===== src/cfe_pkg.sv =====
// Package for the clock fanout enable and power-down control block.
// Assumes a single 125 MHz system clock and byte-wide management registers.
package cfe_pkg;
	localparam int CFE_NUM_OUT = 8;
	localparam int CFE_CLK_MHZ = 125;
	// Supply-good delay window, in microseconds; the least time is used.
	localparam int CFE_DELAY_MIN_US = 100;
	localparam int CFE_DELAY_CYC = CFE_DELAY_MIN_US * CFE_CLK_MHZ;
	// Bound on power-on to outputs active, in microseconds.
	localparam int CFE_STAB_MAX_US = 1800;
	localparam int CFE_STAB_CYC = CFE_STAB_MAX_US * CFE_CLK_MHZ;
	localparam logic [2:0] CFE_ADDR_MODE = 3'h0;
	localparam logic [2:0] CFE_ADDR_OE = 3'h1;
	localparam logic [2:0] CFE_ADDR_RSVD = 3'h4;
	localparam logic [2:0] CFE_ADDR_ID = 3'h5;
	localparam int CFE_MODE_RD_BIT = 7;
	localparam logic [7:0] CFE_OE_RESET = 8'hFF;
	localparam logic [7:0] CFE_ZERO_BYTE = 8'h00;
	localparam int CFE_PD_EDGES = 2;
	typedef enum logic [1:0] {
		CFE_PLL_LBW = 2'b00,
		CFE_PLL_BYPASS = 2'b01,
		CFE_PLL_HBW = 2'b10
	} cfe_bw_e;
	typedef enum logic [1:0] {
		CFE_ST_OFF = 2'b00,
		CFE_ST_DELAY = 2'b01,
		CFE_ST_WAIT = 2'b10,
		CFE_ST_RUN = 2'b11
	} cfe_pwr_e;
endpackage : cfe_pkg

===== src/cfe_fanout_ctrl.sv =====
// Top of the clock fanout enable and power-down controller.
// Assumes pins and reference are asynchronous to clk and pass two flops; the reference
// is sampled as a level and must be well below half of clk for a clean copy.
// How it works
// - Eight outputs, each register and pin enabled
// - Register enables active high, reset enabled
// - Output runs when pin low and bit
// - Disabled pair parks both legs low
// - Pin falling restarts output without glitch
// - Pin rising stops output without glitch
// - Strap picks 100/133, output follows input
// - First power-good rise latches the straps
// - Afterwards pin low means power down
// - Two comp rising edges low, then stop
// - Three-level strap picks PLL bandwidth mode
// - Off until supply good, then delay
// - Wait for reference and power good
// - Outputs enabled only after PLL lock
// - Power-on to outputs below 1.8 ms
// - No reference keeps outputs disabled
// - Byte 0 bit 7 reads PLL mode
`timescale 1ns/1ps
`default_nettype none
module cfe_fanout_ctrl
	import cfe_pkg::*;
#(
	parameter int NUM_OUT = CFE_NUM_OUT,
	parameter int DELAY_CYC = CFE_DELAY_CYC,
	parameter int STAB_CYC = CFE_STAB_CYC,
	parameter logic [7:0] ID_VALUE = 8'h5A // Arbitrary identity value.
)
(
	input wire logic clk,
	input wire logic rstn,
	input wire logic clkEn,
	input wire logic refClk,
	input wire logic supplyGood,
	input wire logic pllLock,
	input wire logic refValid,
	input wire logic power_good_sleep_n,
	input wire logic [NUM_OUT-1:0] outEnablePin_n,
	input wire logic freq_select_strap,
	input wire logic [1:0] pll_bandwidth_strap,
	input wire logic [1:0] bus_address_straps,
	input wire logic regWrite,
	input wire logic regRead,
	input wire logic [2:0] regAddr,
	input wire logic [7:0] regWdata,
	output logic [7:0] regRdata,
	output logic [NUM_OUT-1:0] clock_out_true,
	output logic [NUM_OUT-1:0] clock_out_comp,
	output logic freqSel133_n,
	output logic [1:0] pllMode,
	output logic [1:0] busAddress,
	output logic outputsRunning
);
	// ----------------------------------------------------------------
	// State
	// ----------------------------------------------------------------
	typedef struct packed {
		logic [NUM_OUT-1:0] oeS1;
		logic [NUM_OUT-1:0] oeS2;
		logic pgS1;
		logic pgS2;
		logic spS1;
		logic spS2;
		logic lkS1;
		logic lkS2;
		logic rvS1;
		logic rvS2;
		logic rcS1;
		logic rcS2;
		logic rcDly;
		logic fsS1;
		logic fsS2;
		logic [1:0] bwS1;
		logic [1:0] bwS2;
		logic [1:0] saS1;
		logic [1:0] saS2;
		logic strapped;
		logic freqSel;
		logic [1:0] bwMode;
		logic [1:0] addr;
		logic [NUM_OUT-1:0] oeBits;
		logic [1:0] lowEdges;
		logic sleeping;
		logic [31:0] dlyCnt;
		cfe_pwr_e pwr;
		logic [7:0] rdata;
	} cfe_top_s;
	cfe_top_s state_reg;
	cfe_top_s state_next;
	logic [NUM_OUT-1:0] gateEnable;

	// Synchronised reference falls: complementary leg rises.
	function automatic logic compRise(input logic now, input logic dly);
		compRise = dly & ~now;
	endfunction : compRise

	// ----------------------------------------------------------------
	// Next-state logic
	// ----------------------------------------------------------------
	always_comb
	begin
		state_next = state_reg;
		state_next.oeS1 = outEnablePin_n;
		state_next.oeS2 = state_reg.oeS1;
		state_next.pgS1 = power_good_sleep_n;
		state_next.pgS2 = state_reg.pgS1;
		state_next.spS1 = supplyGood;
		state_next.spS2 = state_reg.spS1;
		state_next.lkS1 = pllLock;
		state_next.lkS2 = state_reg.lkS1;
		state_next.rvS1 = refValid;
		state_next.rvS2 = state_reg.rvS1;
		state_next.rcS1 = refClk;
		state_next.rcS2 = state_reg.rcS1;
		state_next.rcDly = state_reg.rcS2;
		// Straps pass two flops like the other pins; the sequencer holds them still before power good.
		state_next.fsS1 = freq_select_strap;
		state_next.fsS2 = state_reg.fsS1;
		state_next.bwS1 = pll_bandwidth_strap;
		state_next.bwS2 = state_reg.bwS1;
		state_next.saS1 = bus_address_straps;
		state_next.saS2 = state_reg.saS1;

		// Straps are caught once, on the first power-good high.
		if (!state_reg.strapped && state_reg.pgS2)
		begin
			state_next.strapped = 1'b1;
			state_next.freqSel = state_reg.fsS2;
			state_next.bwMode = state_reg.bwS2;
			state_next.addr = state_reg.saS2;
		end

		// Power-down counts low samples on complementary rising edges.
		if (state_reg.pgS2)
		begin
			state_next.lowEdges = '0;
			state_next.sleeping = 1'b0;
		end
		else if (state_reg.strapped && compRise(state_reg.rcS2, state_reg.rcDly))
		begin
			if (state_reg.lowEdges < 2'(CFE_PD_EDGES))
			begin
				state_next.lowEdges = state_reg.lowEdges + 2'h1;
			end
		end
		// Enables drop two cycles after the second low sample, inside the reference low phase,
		// so every gate stops at the following comp high-to-low, which is the reference rise.
		if (!state_reg.pgS2 && state_reg.lowEdges == 2'(CFE_PD_EDGES))
		begin
			state_next.sleeping = 1'b1;
		end

		unique case (state_reg.pwr)
			CFE_ST_OFF:
			begin
				state_next.dlyCnt = '0;
				if (state_reg.spS2)
				begin
					state_next.pwr = CFE_ST_DELAY;
				end
			end
			CFE_ST_DELAY:
			begin
				state_next.dlyCnt = state_reg.dlyCnt + 32'h1;
				if (state_reg.dlyCnt >= 32'(DELAY_CYC - 1))
				begin
					state_next.pwr = CFE_ST_WAIT;
				end
			end
			CFE_ST_WAIT:
			begin
				// Lock is required too, so a missing reference keeps outputs off.
				if (state_reg.rvS2 && state_reg.pgS2 && state_reg.lkS2)
				begin
					state_next.pwr = CFE_ST_RUN;
				end
			end
			CFE_ST_RUN:
			begin
				if (!state_reg.rvS2 || !state_reg.lkS2)
				begin
					state_next.pwr = CFE_ST_WAIT;
				end
			end
		endcase
		if (!state_reg.spS2)
		begin
			state_next.pwr = CFE_ST_OFF;
		end

		// Register access; reserved and identity bytes ignore writes.
		if (regWrite && regAddr == CFE_ADDR_OE)
		begin
			state_next.oeBits = regWdata[NUM_OUT-1:0];
		end
		if (regRead)
		begin
			unique case (regAddr)
				CFE_ADDR_MODE:
				begin
					state_next.rdata = CFE_ZERO_BYTE;
					state_next.rdata[CFE_MODE_RD_BIT] = state_reg.bwMode == CFE_PLL_BYPASS;
					state_next.rdata[1:0] = state_reg.bwMode;
					state_next.rdata[2] = state_reg.freqSel;
				end
				CFE_ADDR_OE: state_next.rdata = 8'(state_reg.oeBits);
				CFE_ADDR_RSVD: state_next.rdata = CFE_ZERO_BYTE;
				CFE_ADDR_ID: state_next.rdata = ID_VALUE;
				default: state_next.rdata = CFE_ZERO_BYTE;
			endcase
		end
	end

	always_ff @(posedge clk or negedge rstn)
	begin
		if (!rstn)
		begin
			state_reg <= '0;
			state_reg.oeBits <= CFE_OE_RESET[NUM_OUT-1:0];
			state_reg.oeS1 <= '1;
			state_reg.oeS2 <= '1;
		end
		else if (clkEn)
		begin
			state_reg <= state_next;
		end
	end

	// ----------------------------------------------------------------
	// Output gating
	// ----------------------------------------------------------------
	assign outputsRunning = state_reg.pwr == CFE_ST_RUN && !state_reg.sleeping;
	assign gateEnable = ~state_reg.oeS2 & state_reg.oeBits & {NUM_OUT{outputsRunning}};

	for (genvar i = 0; i < NUM_OUT; i++)
	begin : gOut
		cfe_out_gate uGate (
			.clk(clk),
			.rstn(rstn),
			.clkEn(clkEn),
			.refClk(state_reg.rcS2),
			.enable(gateEnable[i]),
			.outTrue(clock_out_true[i]),
			.outComp(clock_out_comp[i])
		);
	end

	assign regRdata = state_reg.rdata;
	assign freqSel133_n = state_reg.freqSel;
	assign pllMode = state_reg.bwMode;
	assign busAddress = state_reg.addr;

	// ----------------------------------------------------------------
	// Checks
	// ----------------------------------------------------------------
	// Start-up time is counted only while reference, lock and power good are all present.
	logic [31:0] upCnt;
	always_ff @(posedge clk or negedge rstn)
	begin
		if (!rstn)
			upCnt <= '0;
		else if (state_reg.pwr == CFE_ST_OFF || state_reg.pwr == CFE_ST_RUN)
			upCnt <= '0;
		else if (clkEn && state_reg.rvS2 && state_reg.lkS2 && state_reg.pgS2)
			upCnt <= upCnt + 32'h1;
	end

	a_run_needs_lock: assert property (@(posedge clk) disable iff (!rstn)
		$rose(state_reg.pwr == CFE_ST_RUN) |-> $past(state_reg.lkS2)) else $error("run without lock");
	a_oe_reset_on: assert property (@(posedge clk) disable iff (!rstn)
		$rose(rstn) |-> state_reg.oeBits == CFE_OE_RESET[NUM_OUT-1:0]) else $error("enables not reset on");
	a_gate_and: assert property (@(posedge clk) disable iff (!rstn)
		gateEnable[0] |-> !state_reg.oeS2[0] && state_reg.oeBits[0]) else $error("gate ignores pin or bit");
	a_sleep_stops: assert property (@(posedge clk) disable iff (!rstn)
		state_reg.sleeping && state_reg.rcS2 && !state_reg.rcDly |=> clock_out_true == '0 && clock_out_comp == '0)
		else $error("outputs not stopped");
	a_sleep_cause: assert property (@(posedge clk) disable iff (!rstn)
		$rose(state_reg.sleeping) |-> state_reg.lowEdges == 2'(CFE_PD_EDGES)) else $error("early sleep");
	a_straps_once: assert property (@(posedge clk) disable iff (!rstn)
		state_reg.strapped |=> $stable(state_reg.bwMode) && $stable(state_reg.freqSel)) else $error("straps moved");
	a_reserved_zero: assert property (@(posedge clk) disable iff (!rstn)
		regRead && regAddr == CFE_ADDR_RSVD |=> regRdata == CFE_ZERO_BYTE) else $error("reserved byte nonzero");
	a_delay_least: assert property (@(posedge clk) disable iff (!rstn)
		$rose(state_reg.pwr == CFE_ST_WAIT) && $past(state_reg.pwr) == CFE_ST_DELAY
		|-> $past(state_reg.dlyCnt) >= 32'(DELAY_CYC - 1)) else $error("delay too short");
	a_stab_bound: assert property (@(posedge clk) disable iff (!rstn)
		upCnt < 32'(STAB_CYC)) else $error("power-up too slow");
	a_no_ref_off: assert property (@(posedge clk) disable iff (!rstn)
		!state_reg.rvS2 |=> !outputsRunning) else $error("running without reference");

	c_run: cover property (@(posedge clk) disable iff (!rstn) $rose(outputsRunning));
	c_sleep: cover property (@(posedge clk) disable iff (!rstn) $rose(state_reg.sleeping));
	c_wake: cover property (@(posedge clk) disable iff (!rstn) $fell(state_reg.sleeping));
	c_pin_off: cover property (@(posedge clk) disable iff (!rstn) outputsRunning && state_reg.oeS2[0]);
endmodule : cfe_fanout_ctrl
`default_nettype wire


===== src/cfe_out_gate.sv =====
// Per-output glitch-free gate, one instance per differential pair.
// Assumes refClk is the free-running reference and enable is already synchronous to it.
`timescale 1ns/1ps
`default_nettype none
module cfe_out_gate
	import cfe_pkg::*;
(
	input wire logic clk,
	input wire logic rstn,
	input wire logic clkEn,
	input wire logic refClk,
	input wire logic enable,
	output logic outTrue,
	output logic outComp
);
	typedef struct packed {
		logic refDly;
		logic gateOn;
		logic outT;
		logic outC;
	} cfe_gate_s;
	cfe_gate_s state_reg;
	cfe_gate_s state_next;

	always_comb
	begin
		state_next = state_reg;
		state_next.refDly = refClk;
		// Gate moves only as the reference rises: the true leg then starts or skips a whole high phase
		// and the comp leg ends its high phase on time, so neither leg can leave a runt.
		if (refClk && !state_reg.refDly)
		begin
			state_next.gateOn = enable;
		end
		state_next.outT = state_next.gateOn & refClk;
		state_next.outC = state_next.gateOn & ~refClk;
	end

	always_ff @(posedge clk or negedge rstn)
	begin
		if (!rstn)
		begin
			state_reg <= '0;
		end
		else if (clkEn)
		begin
			state_reg <= state_next;
		end
	end

	assign outTrue = state_reg.outT;
	assign outComp = state_reg.outC;

	a_park_low: assert property (@(posedge clk) disable iff (!rstn)
		!state_reg.gateOn |-> !(state_reg.outT | state_reg.outC)) else $error("parked pair not low");
endmodule : cfe_out_gate
`default_nettype wire


===== config.mk =====
export PLATFORM = sky130hd
export DESIGN_NAME = cfe_fanout_ctrl
export DESIGN_NICKNAME = d
export VERILOG_FILES = /design/src/cfe_pkg.sv /design/src/cfe_fanout_ctrl.sv /design/src/cfe_out_gate.sv
export SDC_FILE = /design/constraint.sdc
export NUM_CORES = 1
export LEC_CHECK = 0
export ABC_AREA = 1
export ABC_CLOCK_PERIOD_IN_PS = 2000
export BUFFER_PORTS_ARGS = -buffer_cell sky130_fd_sc_hd__buf_2
export CORE_ASPECT_RATIO = 1.1
export CORE_MARGIN = 5
export CORE_UTILIZATION = 35
export DETAILED_ROUTE_END_ITERATION = 6
export SYNTH_ARGS = -nofsm -noshare
export SYNTH_HDL_FRONTEND = slang
export SYNTH_SLANG_ARGS = --single-unit
export TNS_END_PERCENT = 1

===== constraint.sdc =====
create_clock -name clk -period 2 [get_ports clk]
set_clock_uncertainty 0.05 [all_clocks]
set_input_delay 0.5 -clock clk [delete_from_list [all_inputs] [get_ports clk]]
set_output_delay 0.5 -clock clk [all_outputs]
set_load 0.02 [all_outputs]

=== Yosys cells after proc, flatten, opt, wreduce, memory -nomap -nowiden ===
Cells that the tools add are included.

* Add/subtract/negate cells: 2
* $lt $le $gt $ge: 2
* Equality and inequality tests: 10
* Muxes and demuxes: 20
* Bitwise gates (word level): 21
* Reduce and logical (&&, ||, !) cells: 28

{| class="wikitable"
|+ Operators by type and width
! cell !! number
|-
| one-hot mux 32 bit (2 select lines) || 1
|-
| adder 32 x 1 -> 32 bit (second input constant) || 1
|-
| >= comparator 32 x 14 -> 1 bit (second input constant) || 1
|-
| one-hot mux 8 bit (3 select lines) || 1
|-
| bitwise AND 1 bit || 17
|-
| bitwise AND 8 bit || 2
|-
| 2-to-1 mux 2 bit || 7
|-
| 2-to-1 mux 1 bit || 10
|-
| AND reduction 2 bit || 5
|-
| inequality test 3 bit (second input constant) || 3
|-
| logical AND 1 bit || 8
|-
| inverter 8 bit || 1
|-
| one-hot mux 2 bit (4 select lines) || 1
|-
| nonzero test 2 bit || 4
|-
| == test 2 bit (second input constant) || 3
|-
| zero test 1 bit || 6
|-
| == test 2 x 1 -> 1 bit (second input constant) || 2
|-
| AND reduction 4 bit || 1
|-
| == test 3 x 1 -> 1 bit (second input constant) || 1
|-
| == test 3 bit (second input constant) || 1
|-
| zero test 3 bit || 1
|-
| AND reduction 3 bit || 1
|-
| adder 2 x 1 -> 2 bit (second input constant) || 1
|-
| zero test 2 bit || 1
|-
| other kinds (3) || 3
|}

* Register bits: 120
* Bits of input ports: 34
* Output and inout port bits: 30
* Word-level logic and storage cells: 136

=== Longest topological paths before layout ===
* Depth after elaboration: 5
* Depth in mapped cells: 10
* Mapped depth without buffers: 10

=== Hierarchy ===
From an unflattened synthesis, not the netlist that was laid out.

* Cell total of the unflattened synthesis: 793
* Area, all modules: 6247.2 um^2

{| class="wikitable"
|+ By module, submodules not included
! module !! times used !! cells each !! area each (um^2) !! sequential area each (um^2)
|-
| cfe_fanout_ctrl || 1 || 617 || 4845.9 || 2432.3
|-
| cfe_out_gate || 8 || 22 || 175.2 || 100.1
|}

=== Worst setup path after synthesis ===
No wires, ideal clock.

* Path type: input to register
* Start point: input clkEn
* End point: register state_reg[18] (netlist name)
* Library setup time: 120 ps
* Arrival: 1235 ps
* Required time: 1830 ps
* Setup slack: 594 ps
* Cell stages on the path: 7
* Path buffers: 2
* Path through: buf_6 -> nand2_8 -> nor2_1 -> inv_2 -> buf_2 -> o21ai_0 -> nor2_1

* Longest elaborated chain between the ends: 1

{| class="wikitable"
|+ Ends and longest elaborated chain
! what !! line !! text
|-
| from (decl) || cfe_fanout_ctrl.sv:35 || <nowiki>input wire logic clkEn,</nowiki>
|-
| AND reduction 2 bit (no line) || -- ||
|-
| to (signal assigned) || cfe_fanout_ctrl.sv:228 || <nowiki>state_reg <= state_next;</nowiki>
|-
| to (decl) || cfe_fanout_ctrl.sv:91 || <nowiki>cfe_top_s state_reg;</nowiki>
|}

No other way between the ends.
A chain may end at the register's enable or synchronous reset.

=== Final worst setup path ===
* Start point: register state_reg[8] (netlist name)
* End point: output outputsRunning

* Longest elaborated chain between the ends: 2

{| class="wikitable"
|+ Ends and longest elaborated chain
! what !! line !! text
|-
| == test 2 bit || cfe_fanout_ctrl.sv:235 || <nowiki>assign outputsRunning = state_reg.pwr == CFE_ST_RUN && !state_reg.sleeping;</nowiki>
|-
| logical AND 1 bit || cfe_fanout_ctrl.sv:235 ||
|-
| to (decl) || cfe_fanout_ctrl.sv:55 || <nowiki>output logic outputsRunning</nowiki>
|}

No other way between the ends.

==> flow_summary.yaml <==
clock_network:
  cts-root-buf: "clkbuf_16"
  cts_tree: "built"
  cts.sinks: 120
  cts_buffers: 17
  ctsHtreeMaxLevel: 4
  cts.reportedPaths.clkPinSlew_ns: 0.06
  clock_path_buffers: 2
  clk-insertion-delay-late_ns: 0.42
floorplan:
  die_area_um2: 19600
  io_pins: 64
  start_util_pct: 35.8
  die_w_um: 134
  chipHeight_um: 146
  fp.coreArea_um2: 16500
  rows: 49
synthesis:
  synth_cell_type_count: 36
  synth-main-ff-cell: "dfrtp_1"
  synth_edf_count: 0
  ys_ff_latch: 120
  netlist_area_um2: 5900
  async_reset_ff_share_pct: 100
  synth_nets: 785
  syn_area_per_cell_um2: 7.88
  syn_inst: 749
  yosysWarnings: 0
  ys_seq_area_share_pct: 51.4
worst_setup_path:
  criticalPathCategory: "reg2out"
  slowest_stage: "dfrtp_2"
  timing.rr.start: "state_reg[10]"
  regToRegSetupSlack_ns: 0.43
  cp_max_fo: 6
  cp_top_family: "flip-flops"
  critPathMaxStageDelay_ns: 0.41
  cp.buffers_inverters: 1
  startpoint_type: "flip-flop"
  arrival_ns: 1.30
  r2r_end: "state_reg[28]"
  required_ns: 1.45
  ff2ff_path_depth: 8
  worst_setup_path_end_kind: "output port"
  worstPathCellList: "nand2_1, nor2_4, buf_2"
pwr:
  p_leak_nw: 3.53
  cellPowerDensity_nw_per_um2: 928
  ir_drop_mv: 0.587
route:
  drc: 0
  drt_pass1_iterations: 4
  drt_iter0_drc: 294
  wl_mm: 13.6
  via_count: 4648
  drtAntennaViolNets: 0
  viasPerCell: 4.58
  routedWlPerCell_um: 13.4
placed_design:
  dp_hpwl_mm: 9.60
  io_buffers: 63
  gp_congestion: 0.855
global_routing:
  antenna_found_initial: 0
  grt_pass1_vias: 4585
  grt_use_total_pct: 14.5
  grt_start_max_net_pins: 68
  overflow: 0
  grt_pass1_wl_mm: 22.7
timing:
  slew_viol_final: 0
  setup_viol: 0
  hold_viol: 0
  period_share_pct: 92.4
  maxSlewHeadroom_pct: 67.8
  tns_ns: 0
  rsz0062_at_grt: "no"
  min_period_ns: 1.85
  clock.fmax_mhz: 541
  worstMarginPinSlew_ns: 0.483
layout:
  drive_gt1_share_pct: 19.9
  area_delta_synth_final_pct: 16.7
  largest_register_ff_count: 63
  fin_util_pct: 41.8
  diodes: 0
  fin_nets: 833
worst_hold_path:
  min_to: "state_next[80]"
  worstHoldPathType: "in2reg"
  worstHoldStart: "outEnablePin_n[0]"
  min_path_cells: 3
run:
  drv_cap: 0
run_status:
  status: "finished, final reports clean"
layout by cell type (no fill, tap or decap), types with 15 or more instances in the layout:
cell       count
nor2_2        15
inv_1         71
buf_2         62
dfstp_2       24
a21oi_1       32
dfrtp_1       95
nand2_1      226
nand3_1       32
nor2_1        97
clkbuf_16     17
o21ai_0       53
power breakdown:
part           switching (mW)  leakage [nW]  internal (mW)
logic                   0.444          1.71          0.227
clock network            1.12         0.270           1.83
registers               0.115          1.54           2.66
total                    1.68          3.53           4.72
per-stage QoR:
step                setup slack [ns]  cells  power (mW)  area, µm²  hold slack, ns
floorplan                      0.594    749        3.24       5900           0.154
global placement               0.274    980        3.49       6310           0.377
detailed placement             0.242    980        3.50       6310           0.378
CTS                           0.0529   1014        6.48       6890           0.208
global route                  0.0603   1014        6.67       6890           0.225
finish                         0.153   1014        6.40       6890           0.222
final cells by class:
| cell class | instances | area [µm²] |
|---|---|---|
| Clock buffer | 20 | 437 |
| Timing Repair Buffer | 75 | 460 |
| Clock inverter | 12 | 129 |
| Inverter | 76 | 285 |
| Multi-Input combinational cell | 507 | 2290 |
| Tap cell | 204 | 255 |
| Sequential cell | 120 | 3030 |
| Fill cell | 1663 | 9600 |
worst reg2reg max path, delay by kind of cell, from the launching register on:
kind,cells,cell delay (ns)
and+or+nand+nor,7,0.84
DFF,1,0.38
adders and majority gates,1,0.20
cells in the mapped netlist (2+ instances only):
library cell  instances  area [µm²]
nand2_1             226         848
nor2_2               15        93.8
o21ai_1               3        15.0
inv_2                 4        15.0
o31ai_1               3        22.5
nor3_1                7        35.0
nand4_1               6        37.5
o21ai_0              53         265
nand3_1              32         160
buf_2                 5        25.0
buf_1                 3        11.3
buf_4                29         218
ha_1                  2        25.0
dfstp_2              24         631
nor2_1               97         364
nor2_4                5        56.3
dfrtp_1              96        2400
and3_1                8        50.1
nand3b_1              2        15.0
a21oi_1              32         160
inv_1                71         267
clkbuf_1              8        30.0
nand2_2               5        31.3
cells by family (layout without fill, tap and decap cells):
logic type      count (synthesis)  in the layout  share of synthesized area [%]
compound gates                 96             96                           8.46
fa+ha+maj                       2              2                          0.424
buf+inv                       122            183                           9.83
flops                         120            120                           51.4
simple gates                  409            409                           29.9
metal layers:
layer	share of wire, %	routed length, µm	up-vias	track usage (%)
met1	47	6400	2112	18.4
met4	1.8	250	0	6.07
met3	3.1	426	20	3.51
li1	-	-	2429	-
met2	48	6480	87	23.7
met5	0	0	-	0
how the worst max path moves through the flow:
| stage | start | endpoint | slack (ns) | depth (start not counted) |
|---|---|---|---|---|
| after floorplan | clkEn | state_reg[18] | 0.59 | 7 |
| after global placement | clkEn | gOut[0].uGate.outComp | 0.27 | 6 |
| after detailed placement | clkEn | gOut[3].uGate.outComp | 0.24 | 6 |
| after CTS | state_reg[8] | outputsRunning | 0.05 | 3 |
| after global routing | state_reg[8] | outputsRunning | 0.06 | 3 |
| final | state_reg[8] | outputsRunning | 0.15 | 3 |
timing repair:
action | CTS | global route
setup buffers | 1 | 0
endpoints found under the setup margin | 1 | 1
hold buffers | 1 | 0
hold endpoints to repair | 20 | 0
pin swaps | 1 | 0
gates resized for setup | 0 | 1
(Power assumes the default switching activity.)
